File: src/hdl/host_read_pkg.sv
// Package with constants and types for the host read port
package host_read_pkg;
   // -----------------------------------------------------------------
   // Address map and widths
   // -----------------------------------------------------------------
   localparam int          ADDR_W          = 8;     // Byte address A[7:0]; pins carry A[7:1]
   localparam int          DATA_W          = 32;    // Host data bus
   localparam logic [7:0]  RX_DATA_OFF     = 8'h00; // RX data FIFO port
   localparam logic [7:0]  RX_STS_OFF      = 8'h40; // RX status FIFO
   localparam logic [7:0]  TX_STS_OFF      = 8'h48; // TX status FIFO
   localparam logic [7:0]  PROBE_OFF       = 8'h64; // Probe register
   localparam logic [7:0]  RX_DP_OFF       = 8'h78; // Datapath control
   localparam logic [7:0]  RX_INF_OFF      = 8'h7c; // RX fill info
   localparam logic [7:0]  TX_INF_OFF      = 8'h80; // TX fill info
   localparam logic [7:0]  RX_DROP_OFF     = 8'ha0; // Dropped frames
   localparam logic [31:0] PROBE_VALUE     = 32'h87654321; // Fixed probe
   localparam logic [31:0] UNMAPPED_VALUE  = 32'h00000000; // Unmapped read
   localparam int          LOW_ADDR_LSB    = 1;     // A[2:1] kept in direct
   localparam int          LOW_ADDR_MSB    = 2;
   // -----------------------------------------------------------------
   // Timing
   // -----------------------------------------------------------------
   localparam int          CLK_PERIOD_NS   = 100;
   localparam int          BURST_MAX_32    = 8;     // Words per 32-bit burst
   localparam int          BURST_MAX_16    = 16;    // Halfwords per burst
   localparam int          ADDR_TO_DATA_NS = 40;    // Address to data max
   localparam int          ADDR_TO_DATA_CY =
      (ADDR_TO_DATA_NS / CLK_PERIOD_NS) < 1 ? 1 :
      ADDR_TO_DATA_NS / CLK_PERIOD_NS;            // Longest, at least one
   // -----------------------------------------------------------------
   // Types
   // -----------------------------------------------------------------
   typedef enum logic [1:0] {
      ST_IDLE  = 2'b00,  // No cycle
      ST_FETCH = 2'b01,  // Burst move, waiting for the FIFO head
      ST_HOLD  = 2'b10   // Data driven, watching address
   } rd_state_t;

   typedef struct packed {
      logic                rx_data;   // Pop RX data FIFO
      logic                rx_sts;    // Pop RX status FIFO
      logic                tx_sts;    // Pop TX status FIFO
   } pop_t;
endpackage : host_read_pkg

File: src/hdl/host_read_port.sv
// Read side of the asynchronous host port with FIFO-direct mode
`timescale 1ns/100ps
`default_nettype none
module host_read_port #(
   parameter int BURST_32 = host_read_pkg::BURST_MAX_32,
   parameter int BURST_16 = host_read_pkg::BURST_MAX_16
) (
   input  wire logic        clk_i,
   input  wire logic        rst_i,
   input  wire logic        chip_select_low_i,  // Host chip select
   input  wire logic        read_strobe_low_i,  // Host read strobe
   input  wire logic        fifo_sel_i,         // FIFO-direct select
   input  wire logic [7:1]  addr_i,             // Host address A[7:1]
   input  wire logic        bus16_i,            // 16-bit bus mode
   input  wire logic [31:0] rx_data_i,          // RX data FIFO head
   input  wire logic [31:0] rx_sts_i,           // RX status FIFO head
   input  wire logic [31:0] tx_sts_i,           // TX status FIFO head
   input  wire logic [31:0] rx_fifo_fill_info_i, // RX fill levels
   input  wire logic [31:0] tx_fifo_fill_info_i, // TX fill levels
   input  wire logic [31:0] rx_datapath_control_i, // Datapath control
   input  wire logic [31:0] rx_drop_i,          // Dropped frame count
   output logic [31:0]      data_o,             // Host data bus out
   output logic [31:0]      data_oe_o,          // Per-bit drive enable
   output logic             rx_data_pop_o,      // Pop RX data word
   output logic             rx_sts_pop_o,       // Pop RX status word
   output logic             tx_sts_pop_o,       // Pop TX status word
   output logic             rx_drop_clr_o,      // Clear-on-read counter
   output logic             burst_over_o        // Burst length exceeded
);
   // ----------------------------------------------------------------
   // Synchronised host levels
   // ----------------------------------------------------------------
   logic [2:0]  lvl_s;                  // {fifo_sel, rd_n, cs_n}
   logic [7:1]  addr_q;                 // Address sampled with strobes
   logic [7:1]  addr_prev_q;            // Address of last fetch
   logic        active;                 // Both strobes asserted
   host_read_pkg::rd_state_t state_q;   // Cycle state
   logic [4:0]  beat_q;                 // Beats in current burst
   host_read_pkg::pop_t pend_q;         // Pops owed at beat end

   strobe_sync #(
      .WIDTH     (3),
      .RESET_VAL (3'b011)
   ) u_sync (
      .clk_i   (clk_i),
      .rst_i   (rst_i),
      .async_i ({fifo_sel_i, read_strobe_low_i, chip_select_low_i}),
      .sync_o  (lvl_s)
   );

   // Address is static while strobes settle; take it as synchronous
   always_ff @(posedge clk_i or posedge rst_i) begin
      if (rst_i) begin
         addr_q <= 7'h00;
      end else begin
         addr_q <= addr_i;
      end
   end

   // Cycle runs only while both strobes are low
   assign active = ~lvl_s[0] & ~lvl_s[1];

   // ----------------------------------------------------------------
   // Address decode
   // ----------------------------------------------------------------
   // Effective byte address; direct mode keeps only A[2:1]
   function automatic logic [7:0] eff_addr(input logic [7:1] a,
                                           input logic       fsel);
      logic [7:0] r;
      r = {a, 1'b0};
      if (fsel) begin
         r = {5'h00, a[2:1], 1'b0};
      end
      return r;
   endfunction : eff_addr

   // Word select drops A1, which only picks the halfword
   function automatic logic [7:0] word_addr(input logic [7:0] a);
      return {a[7:2], 2'b00};
   endfunction : word_addr

   logic [7:0]  cur_addr;               // Decoded address now
   logic [31:0] rd_word;                // Selected read word
   host_read_pkg::pop_t rd_pop;         // Side effect of this word
   logic        rd_drop;                // Counter read

   assign cur_addr = eff_addr(addr_q, lvl_s[2]);

   // Select source word and its side effect
   always_comb begin
      rd_word = host_read_pkg::UNMAPPED_VALUE;
      rd_pop  = '0;
      rd_drop = 1'b0;
      if (lvl_s[2]) begin
         rd_word        = rx_data_i;
         rd_pop.rx_data = 1'b1;
      end else begin
         case (word_addr(cur_addr))
            host_read_pkg::RX_DATA_OFF: begin
               rd_word        = rx_data_i;
               rd_pop.rx_data = 1'b1;
            end
            host_read_pkg::RX_STS_OFF: begin
               rd_word       = rx_sts_i;
               rd_pop.rx_sts = 1'b1;
            end
            host_read_pkg::TX_STS_OFF: begin
               rd_word       = tx_sts_i;
               rd_pop.tx_sts = 1'b1;
            end
            host_read_pkg::PROBE_OFF:  rd_word = host_read_pkg::PROBE_VALUE;
            host_read_pkg::RX_DP_OFF:  rd_word = rx_datapath_control_i;
            host_read_pkg::RX_INF_OFF: rd_word = rx_fifo_fill_info_i;
            host_read_pkg::TX_INF_OFF: rd_word = tx_fifo_fill_info_i;
            host_read_pkg::RX_DROP_OFF: begin
               rd_word = rx_drop_i;
               rd_drop = 1'b1;
            end
            default:   rd_word = host_read_pkg::UNMAPPED_VALUE;
         endcase
      end
   end

   // ----------------------------------------------------------------
   // Cycle state machine
   // ----------------------------------------------------------------
   logic fetch;                          // Latch data this cycle
   logic addr_moved;                     // Burst address changed
   logic beat_end;                       // Current beat is complete
   logic wait_q;                         // First cycle after a burst move

   assign addr_moved = (state_q == host_read_pkg::ST_HOLD) && active &&
                       (addr_q != addr_prev_q);
   // A burst move waits two cycles so the popped FIFO head has moved on
   assign fetch    = ((state_q == host_read_pkg::ST_IDLE) && active) ||
                     ((state_q == host_read_pkg::ST_FETCH) && active &&
                      !wait_q);
   assign beat_end = (state_q == host_read_pkg::ST_HOLD) &&
                     (~active || addr_moved);

   // Marks the first settle cycle of a burst move
   always_ff @(posedge clk_i or posedge rst_i) begin
      if (rst_i) begin
         wait_q <= 1'b0;
      end else begin
         wait_q <= addr_moved;
      end
   end

   // State advance: idle, hold while strobes low, settle on a move
   always_ff @(posedge clk_i or posedge rst_i) begin
      if (rst_i) begin
         state_q <= host_read_pkg::ST_IDLE;
      end else begin
         case (state_q)
            host_read_pkg::ST_IDLE: begin
               if (active) begin
                  state_q <= host_read_pkg::ST_HOLD;
               end
            end
            host_read_pkg::ST_FETCH: begin
               if (!active) begin
                  state_q <= host_read_pkg::ST_IDLE;
               end else if (!wait_q) begin
                  state_q <= host_read_pkg::ST_HOLD;
               end
            end
            host_read_pkg::ST_HOLD: begin
               if (!active) begin
                  state_q <= host_read_pkg::ST_IDLE;
               end else if (addr_moved) begin
                  state_q <= host_read_pkg::ST_FETCH;
               end
            end
            default: state_q <= host_read_pkg::ST_IDLE;
         endcase
      end
   end

   // Data latched at beat start so counters are frozen
   always_ff @(posedge clk_i or posedge rst_i) begin
      if (rst_i) begin
         data_o      <= 32'h00000000;
         addr_prev_q <= 7'h00;
      end else if (fetch) begin
         addr_prev_q <= addr_q;
         if (bus16_i && cur_addr[1]) begin
            data_o <= {16'h0000, rd_word[31:16]};
         end else begin
            data_o <= rd_word;
         end
      end
   end

   // Drive enables follow the cycle; upper half off in 16-bit mode
   always_ff @(posedge clk_i or posedge rst_i) begin
      if (rst_i) begin
         data_oe_o <= 32'h00000000;
      end else if (active) begin
         // Stays on through burst settle cycles
         data_oe_o <= bus16_i ? 32'h0000ffff : 32'hffffffff;
      end else begin
         data_oe_o <= 32'h00000000;
      end
   end

   // Remember side effects; in 16-bit mode only the upper half pops
   always_ff @(posedge clk_i or posedge rst_i) begin
      if (rst_i) begin
         pend_q <= '0;
      end else if (fetch) begin
         pend_q <= (bus16_i && !cur_addr[1]) ? '0 : rd_pop;
      end else if (beat_end) begin
         pend_q <= '0;
      end
   end

   // At most one pop pulse per completed read beat
   always_ff @(posedge clk_i or posedge rst_i) begin
      if (rst_i) begin
         rx_data_pop_o <= 1'b0;
         rx_sts_pop_o  <= 1'b0;
         tx_sts_pop_o  <= 1'b0;
      end else begin
         rx_data_pop_o <= beat_end & pend_q.rx_data;
         rx_sts_pop_o  <= beat_end & pend_q.rx_sts;
         tx_sts_pop_o  <= beat_end & pend_q.tx_sts;
      end
   end

   // Counter clears once per read, at the beat's start
   always_ff @(posedge clk_i or posedge rst_i) begin
      if (rst_i) begin
         rx_drop_clr_o <= 1'b0;
      end else begin
         rx_drop_clr_o <= fetch & rd_drop & ~lvl_s[2];
      end
   end

   // ----------------------------------------------------------------
   // Burst length watch
   // ----------------------------------------------------------------
   // Counts beats; flags a burst longer than allowed (non-direct only)
   always_ff @(posedge clk_i or posedge rst_i) begin
      if (rst_i) begin
         beat_q       <= 5'h00;
         burst_over_o <= 1'b0;
      end else if (state_q == host_read_pkg::ST_IDLE) begin
         beat_q       <= active ? 5'h01 : 5'h00;
         burst_over_o <= 1'b0;
      end else if (addr_moved) begin
         beat_q <= beat_q + 5'h01;
         if (!lvl_s[2] && ((bus16_i && beat_q >= 5'(BURST_16)) ||
             (!bus16_i && beat_q >= 5'(BURST_32)))) begin
            burst_over_o <= 1'b1;
         end
      end
   end
endmodule : host_read_port
`default_nettype wire

File: src/hdl/strobe_sync.sv
// Two-flop synchroniser for a group of asynchronous host levels
`timescale 1ns/100ps
`default_nettype none
module strobe_sync #(
   parameter int          WIDTH = 3,
   parameter logic [WIDTH-1:0] RESET_VAL = '1
) (
   input  wire logic             clk_i,
   input  wire logic             rst_i,
   input  wire logic [WIDTH-1:0] async_i,   // Raw host levels
   output logic      [WIDTH-1:0] sync_o     // Levels in clk_i domain
);
   // ----------------------------------------------------------------
   // Synchroniser stages
   // ----------------------------------------------------------------
   logic [WIDTH-1:0] meta_q;                // First stage, read only below

   genvar g;
   generate
      for (g = 0; g < WIDTH; g++) begin : g_bit
         // Two flops per bit
         always_ff @(posedge clk_i or posedge rst_i) begin
            if (rst_i) begin
               meta_q[g] <= RESET_VAL[g];
               sync_o[g] <= RESET_VAL[g];
            end else begin
               meta_q[g] <= async_i[g];
               sync_o[g] <= meta_q[g];
            end
         end
      end
   endgenerate
endmodule : strobe_sync
`default_nettype wire

File: config.mk
export PLATFORM = sky130hd
export DESIGN_NAME = host_read_port
export DESIGN_NICKNAME = d
export VERILOG_FILES = /design/src/hdl/host_read_pkg.sv /design/src/hdl/host_read_port.sv /design/src/hdl/strobe_sync.sv
export SDC_FILE = /design/constraint.sdc
export NUM_CORES = 1
export LEC_CHECK = 0
export ABC_AREA = 1
export BUFFER_PORTS_ARGS = -buffer_cell sky130_fd_sc_hd__buf_4
export CORE_AREA = 2 2 120 122
export CTS_CLUSTER_DIAMETER = 50
export CTS_CLUSTER_SIZE = 16
export DETAILED_ROUTE_END_ITERATION = 10
export DIE_AREA = 0 0 122 124
export PLACE_DENSITY = 0.75
export SLEW_MARGIN = 20
export SYNTH_ARGS = -nofsm -noshare
export SYNTH_HDL_FRONTEND = slang
export SYNTH_HIERARCHICAL = 1
export SYNTH_SLANG_ARGS = --single-unit
export TNS_END_PERCENT = 100
File: constraint.sdc
create_clock -name clk_i -period 2.1 [get_ports clk_i]
set_input_delay 0.105 -clock clk_i [delete_from_list [all_inputs] [get_ports clk_i]]
set_output_delay 0.105 -clock clk_i [all_outputs]
set_load 0.1 [all_outputs]
## Word-level counts from Yosys, hierarchy flattened

Index checks and enable logic that the tools add are counted.

- Order comparisons: 2
- Bitwise logic cells: 10
- $add $sub $neg: 1
- Multiplexer cells: 28
- Eq/ne operators: 13
- Reductions and logical operators: 25

Operator list:

| operator | number |
|---|---|
| 32-bit one-hot mux with 8 select lines | 1 |
| 32-bit two-way mux | 4 |
| 6-bit by 5-bit == test with 1-bit output, second input constant | 5 |
| 6-bit == test, second input constant | 2 |
| 2-bit two-way mux | 6 |
| 1-bit logical AND | 11 |
| 1-bit two-way mux | 10 |
| 5-bit two-way mux | 2 |
| 3-bit two-way mux | 3 |
| 8-bit two-way mux | 1 |
| 7-bit != test | 1 |
| 1-bit bitwise AND | 6 |
| 6-bit logical NOT | 1 |
| 3-bit != test, second input constant | 2 |
| 2-bit one-hot mux with 3 select lines | 1 |
| 2-bit nonzero test | 3 |
| 5-bit by 1-bit adder with 5-bit output, second input constant | 1 |
| 5-bit by 4-bit greater-or-equal comparator with 1-bit output, second input constant | 1 |
| 5-bit greater-or-equal comparator, second input constant | 1 |
| 1-bit logical NOT | 4 |
| 1-bit NOT | 4 |
| 1-bit logical OR | 3 |
| 3-bit AND reduction | 1 |
| 2-bit by 1-bit == test with 1-bit output, second input constant | 1 |
| other kinds (4) | 4 |

- Logic and storage cells: 100
- Register bits after elaboration: 100
- Input bits: 237

## Logic depth before layout (Yosys ltp)

- Depth after elaboration: 8
- Depth in mapped cells: 15
- Depth with buffers taken out: 12

## Cells and area by module

Netlist, hierarchy kept.

Modules (own cells, without submodules):

| module | cells each | area an instance (sq um) | seq. area each (sq um) | instances |
|---|---|---|---|---|
| host_read_port | 931 | 5577.8 | 1601.5 | 1 |
| strobe_sync | 7 | 158.9 | 155.1 | 1 |

## Worst setup path before layout

Ideal clock, no wire load.

- Path type: reg-to-output
- Start point: register, netlist name data_oe_o[15]
- End point: output port data_oe_o[10]
- Path slack: 0.439 ns
- Data required time: 1.995 ns
- Cell stages (with the launch flop): 2
- Arrival: 1.556 ns
- Path buffers: 1
- Cell sequence: dfrtp_1 > buf_4

RTL lines:

| item | RTL line | RTL |
|---|---|---|
| end, declared | host_read_port.sv:23 | `output logic [31:0] data_oe_o,` |

## Worst setup path after layout

- Start point: register u_sync.sync_o[2]
- End point: register data_o[2]

- Longest elaborated chain between the ends: 5
- Elaborated cells on any way between the ends: 12
- Those cells by class: 7 x eq/ne; 4 x mux; 1 x reduce/logical

RTL lines:

| item | RTL line | RTL |
|---|---|---|
| start, declared | strobe_sync.sv:11 | `output logic [WIDTH-1:0] sync_o` |
| start signal, assigned by index | strobe_sync.sv:25 | `sync_o[g] <= RESET_VAL[g];` |
| start signal, assigned by index | strobe_sync.sv:28 | `sync_o[g] <= meta_q[g];` |
| 8-bit two-way mux | host_read_port.sv:71 | `if (fsel) begin` |
| 6-bit == test (tied with other cells) | host_read_port.sv:98 | `case (word_addr(cur_addr))` |
| 32-bit one-hot mux with 8 select lines | host_read_port.sv:98 |  |
| 32-bit two-way mux * | host_read_port.sv:94 | `if (lvl_s[2]) begin` |
| 32-bit two-way mux * | host_read_port.sv:187 | `if (bus16_i && cur_addr[1]) begin` |
| end signal, assigned | host_read_port.sv:188 | `data_o <= {16'h0000, rd_word[31:16]};` |
| end signal, assigned | host_read_port.sv:190 | `data_o <= rd_word;` |
| end, declared | host_read_port.sv:22 | `output logic [31:0] data_o,` |

Mark *: on every way between the ends. The rest lies on a longest branch, timed or not.
A chain may end at the register's enable or synchronous reset.

==> summary.md <==
| Metric | Value |
|---|---|
| Largest net degree at the start of global routing | `38` |
| Post-route insts no fill | `1412` |
| Average wire per standard cell | `around 19 µm` |
| Area growth syn-to-layout | `53.5%` |
| Starting density of the core | `0.418` |
| EDFF count, synth | `0` |
| DP HPWL | `19.8 mm` |
| Startpoint Class | `register` |
| Fmax | `0.491 GHz` |
| Reg area | `1760 µm²` |
| Die X | `122 µm` |
| Crit. End Element | `register` |
| Clock Pin Slew Worst Setup and Hold Paths | `about 0.06 ns` |
| Top delay family on crit path | `simple AND/OR/NAND/NOR gates` |
| H-tree depth | `3` |
| Clock Tree Buf Depth | `2` |
| Worst setup path category | `register to register` |
| Main area contributors after synthesis | `dfrtp_1 29%, nand2_1 24%, nand3_1 20%` |
| Die height | `124 µm` |
| Max-cap violations | `0` |
| Yosys warning count | `6` |
| Count leader, synth | `nand2_1` |
| I/O pins | `306` |
| Post-layout util | `0.642` |
| Core area | `13700 µm²` |
| Period utilization | `0.970` |
| Most used cell, CP | `nand2_1` |
| Mapped Nets | `1176` |
| Die area | `between 15000 and 20000 µm²` |
| # clock sinks | `70` |
| Worst hold path type | `primary input to register` |
| Synth Register Bits | `70` |
| Drt pass-1 iters | `5` |
| Critical path cell sequence | `inv_6 -> nand2_1 -> nand2_4 -> buf_4 -> nor2_4 -> buf_6 -> buf_12 -> nand3_1 -> nand2_1 -> nor2_1 -> nand2_1 -> nand2_1 -> nand2_1 -> nand2_1 -> nand3_1` |
| Hold slack | `0.129 ns` |
| Layout cells sized above 1 | `0.333` |
| Overflow left after global routing | `0` |
| Syn Std Cell Area | `between 5000 and 6000 µm²` |
| Post-layout minimum cycle time | `2.04 ns` |
| Placed cell count | `1372` |
| Final Max Tran Viols | `0` |
| Wirelength, routed | `26.5 mm` |
| Antenna Violating Nets Remaining | `0` |
| Top cells by count, synth | `368 x nand2_1, 231 x nand3_1, 93 x nor2_1` |
| Slew @ Worst Pin | `between 0.5 and 0.6 ns` |
| Final hold vios | `0` |
| Clock skew | `0.00497 ns` |
| CTS root buffer | `clkbuf_16` |
| DRC Markers | `0` |
| Slew headroom | `0.657` |
| Buffers and inverters on the worst path | `4` |
| Seq/Total Area, Yosys | `0.306` |
| Total CTS buffers | `9` |
| Leading area contributor after synthesis | `dfrtp_1` |
| Port Buffers | `305` |
| CP Max Fanout | `17` |
| Gate count after technology mapping | `938` |
| Nets | `1465` |
| Number of global-route vias before repair | `6988` |
| Max stage delay on crit path | `0.42 ns` |
| P per Cell Area | `613 nW/µm²` |
| Outcome | `finished clean` |
| Total Power | `5400 µW` |
| # rows | `43` |
| First-pass GRT wire length | `approximately 37 mm` |
| Critical path's slowest cell | `dfrtp_1` |
| Critical Path AT | `2.31 ns` |
| Critical Path RT | `between 2 and 2.5 ns` |
| N_diodes | `0` |
| Final Setup Violations | `0` |
| Gpl congestion | `0.940` |
| Leakage | `0.00508 µW` |
| Iter 0 DRT Violations | `~640` |
| Multi-input logic area | `3350 µm²` |
| Area share of the largest cell type after synthesis | `0.288` |
| Placed inst area | `8080 µm²` |
| Number of fill cells | `1322` |
| Fraction of registers with async set/reset | `1.00` |
| Distinct cells, synth | `32` |
| Antenna violations before repair | `0` |
| CTS tree | `built` |
| Maximum VDD drop | `0.724 mV` |
| Via count | `7410` |
| GRT Overall Usage | `0.330` |
| Fin area | `8810 µm²` |
| Clk_lat worst skew | `roughly 0.33 ns` |
| Synth Flop Type | `dfrtp_1` |
| Vias per cell | `approximately 5.2` |
| Syn_area_per_cell | `6.12 µm²` |
## cell type report
cell class	instances	area share
clock inverters	7	0.0111
repair buffers	363	0.338
clock buffers	9	0.0256
multi-input cells	741	0.381
inverters	42	0.0189
well taps	180	0.0256
flip-flops and latches	70	0.199
## timing repair
action,4_1_cts,5_1_grt
hold buffers,12,0
pin swaps,1,5
hold endpoints to repair,49,0
setup buffers,0,8
gates cloned,0,4
setup endpoints to repair,4,32
gates resized for setup,1,34
## layer usage
metal | global-route usage | part of all wire
met2 | 0.569 | 0.48
met4 | 0.147 | 0.041
met3 | 0.0916 | 0.098
met1 | 0.384 | 0.38
met5 | 0 | 0
## cell usage in the layout, fill, tap and decap left out, types with 6 or more instances in the layout
| master | instances |
|---|---|
| buf_12 | 12 |
| buf_4 | 331 |
| clkbuf_16 | 12 |
| dfrtp_1 | 66 |
| dlygate4sd3_1 | 12 |
| inv_1 | 36 |
| nand2_1 | 364 |
| nand3_1 | 230 |
| nor2_1 | 83 |
| nor2_2 | 10 |
| nor2_4 | 8 |
| o21ai_0 | 6 |
| xor2_1 | 6 |
## sequential cells by signal (all words and copies together) (netlist names)
register and count:
data_o 32, addr_prev_q 7, addr_q 7, beat_q 5, pend_q 3, u_sync/meta_q 3, u_sync/sync_o 3, data_oe_o 2
state_q 2, burst_over_o 1, rx_data_pop_o 1, rx_drop_clr_o 1, rx_sts_pop_o 1, tx_sts_pop_o 1, wait_q 1
## stage by stage
stage / TNS, ns / setup WS, ns
after global placement: 0 / 0.0444
after CTS: 0 / 0.00258
after global routing: -0.425 / -0.0568
after floorplan: 0 / 0.397
after detailed placement: -0.0116 / -0.00769
final: 0 / 0.0640
## tightest hold or removal path: stages
cell and delay (ns):
buf_4 0.09, nand2_1 0.05, nand2_1 0.05, nand2_1 0.05
nand3_1 0.08
## final timing paths
check                           slack [ns]  cells past startpoint                         end                       start
worst min register to register        0.35                      0  u_sync/sync_o[1]$_DFF_PP1_  u_sync/meta_q[1]$_DFF_PP1_
worst max register to register        0.06                     15       data_o[2]$_DFFE_PP0P_  u_sync/sync_o[2]$_DFF_PP0_
worst min-delay path                  0.13                      5       data_o[4]$_DFFE_PP0P_                rx_data_i[4]
worst max-delay path                  0.06                     15       data_o[2]$_DFFE_PP0P_  u_sync/sync_o[2]$_DFF_PP0_
min in group asynchronous             0.23                      3         addr_q[4]$_DFF_PP0_                       rst_i
max in group asynchronous             1.21                      4      data_o[27]$_DFFE_PP0P_                       rst_i
## report_power, final
| group | leakage (µW) | switching (µW) | total (µW) | internal (µW) |
|---|---|---|---|---|
| sequential | 0.000899 | 103 | 1590 | 1490 |
| combinational | 0.00403 | 1490 | 2170 | 682 |
| clock | 0.000152 | 597 | 1640 | 1040 |
| total | 0.00508 | 2190 | 5400 | 3210 |
## kinds of logic (layout without fill, tap and decap cells)
logic type      Yosys count  after routing  share of synthesized area
fa+ha+maj                 1              1                    0.00218
buf+inv                 128            421                      0.123
xor+xnor                 10             10                     0.0153
flops                    70             70                      0.306
simple gates            711            712                      0.534
compound gates           18             18                     0.0194
No activity file was read; power rests on OpenSTA's default activity.
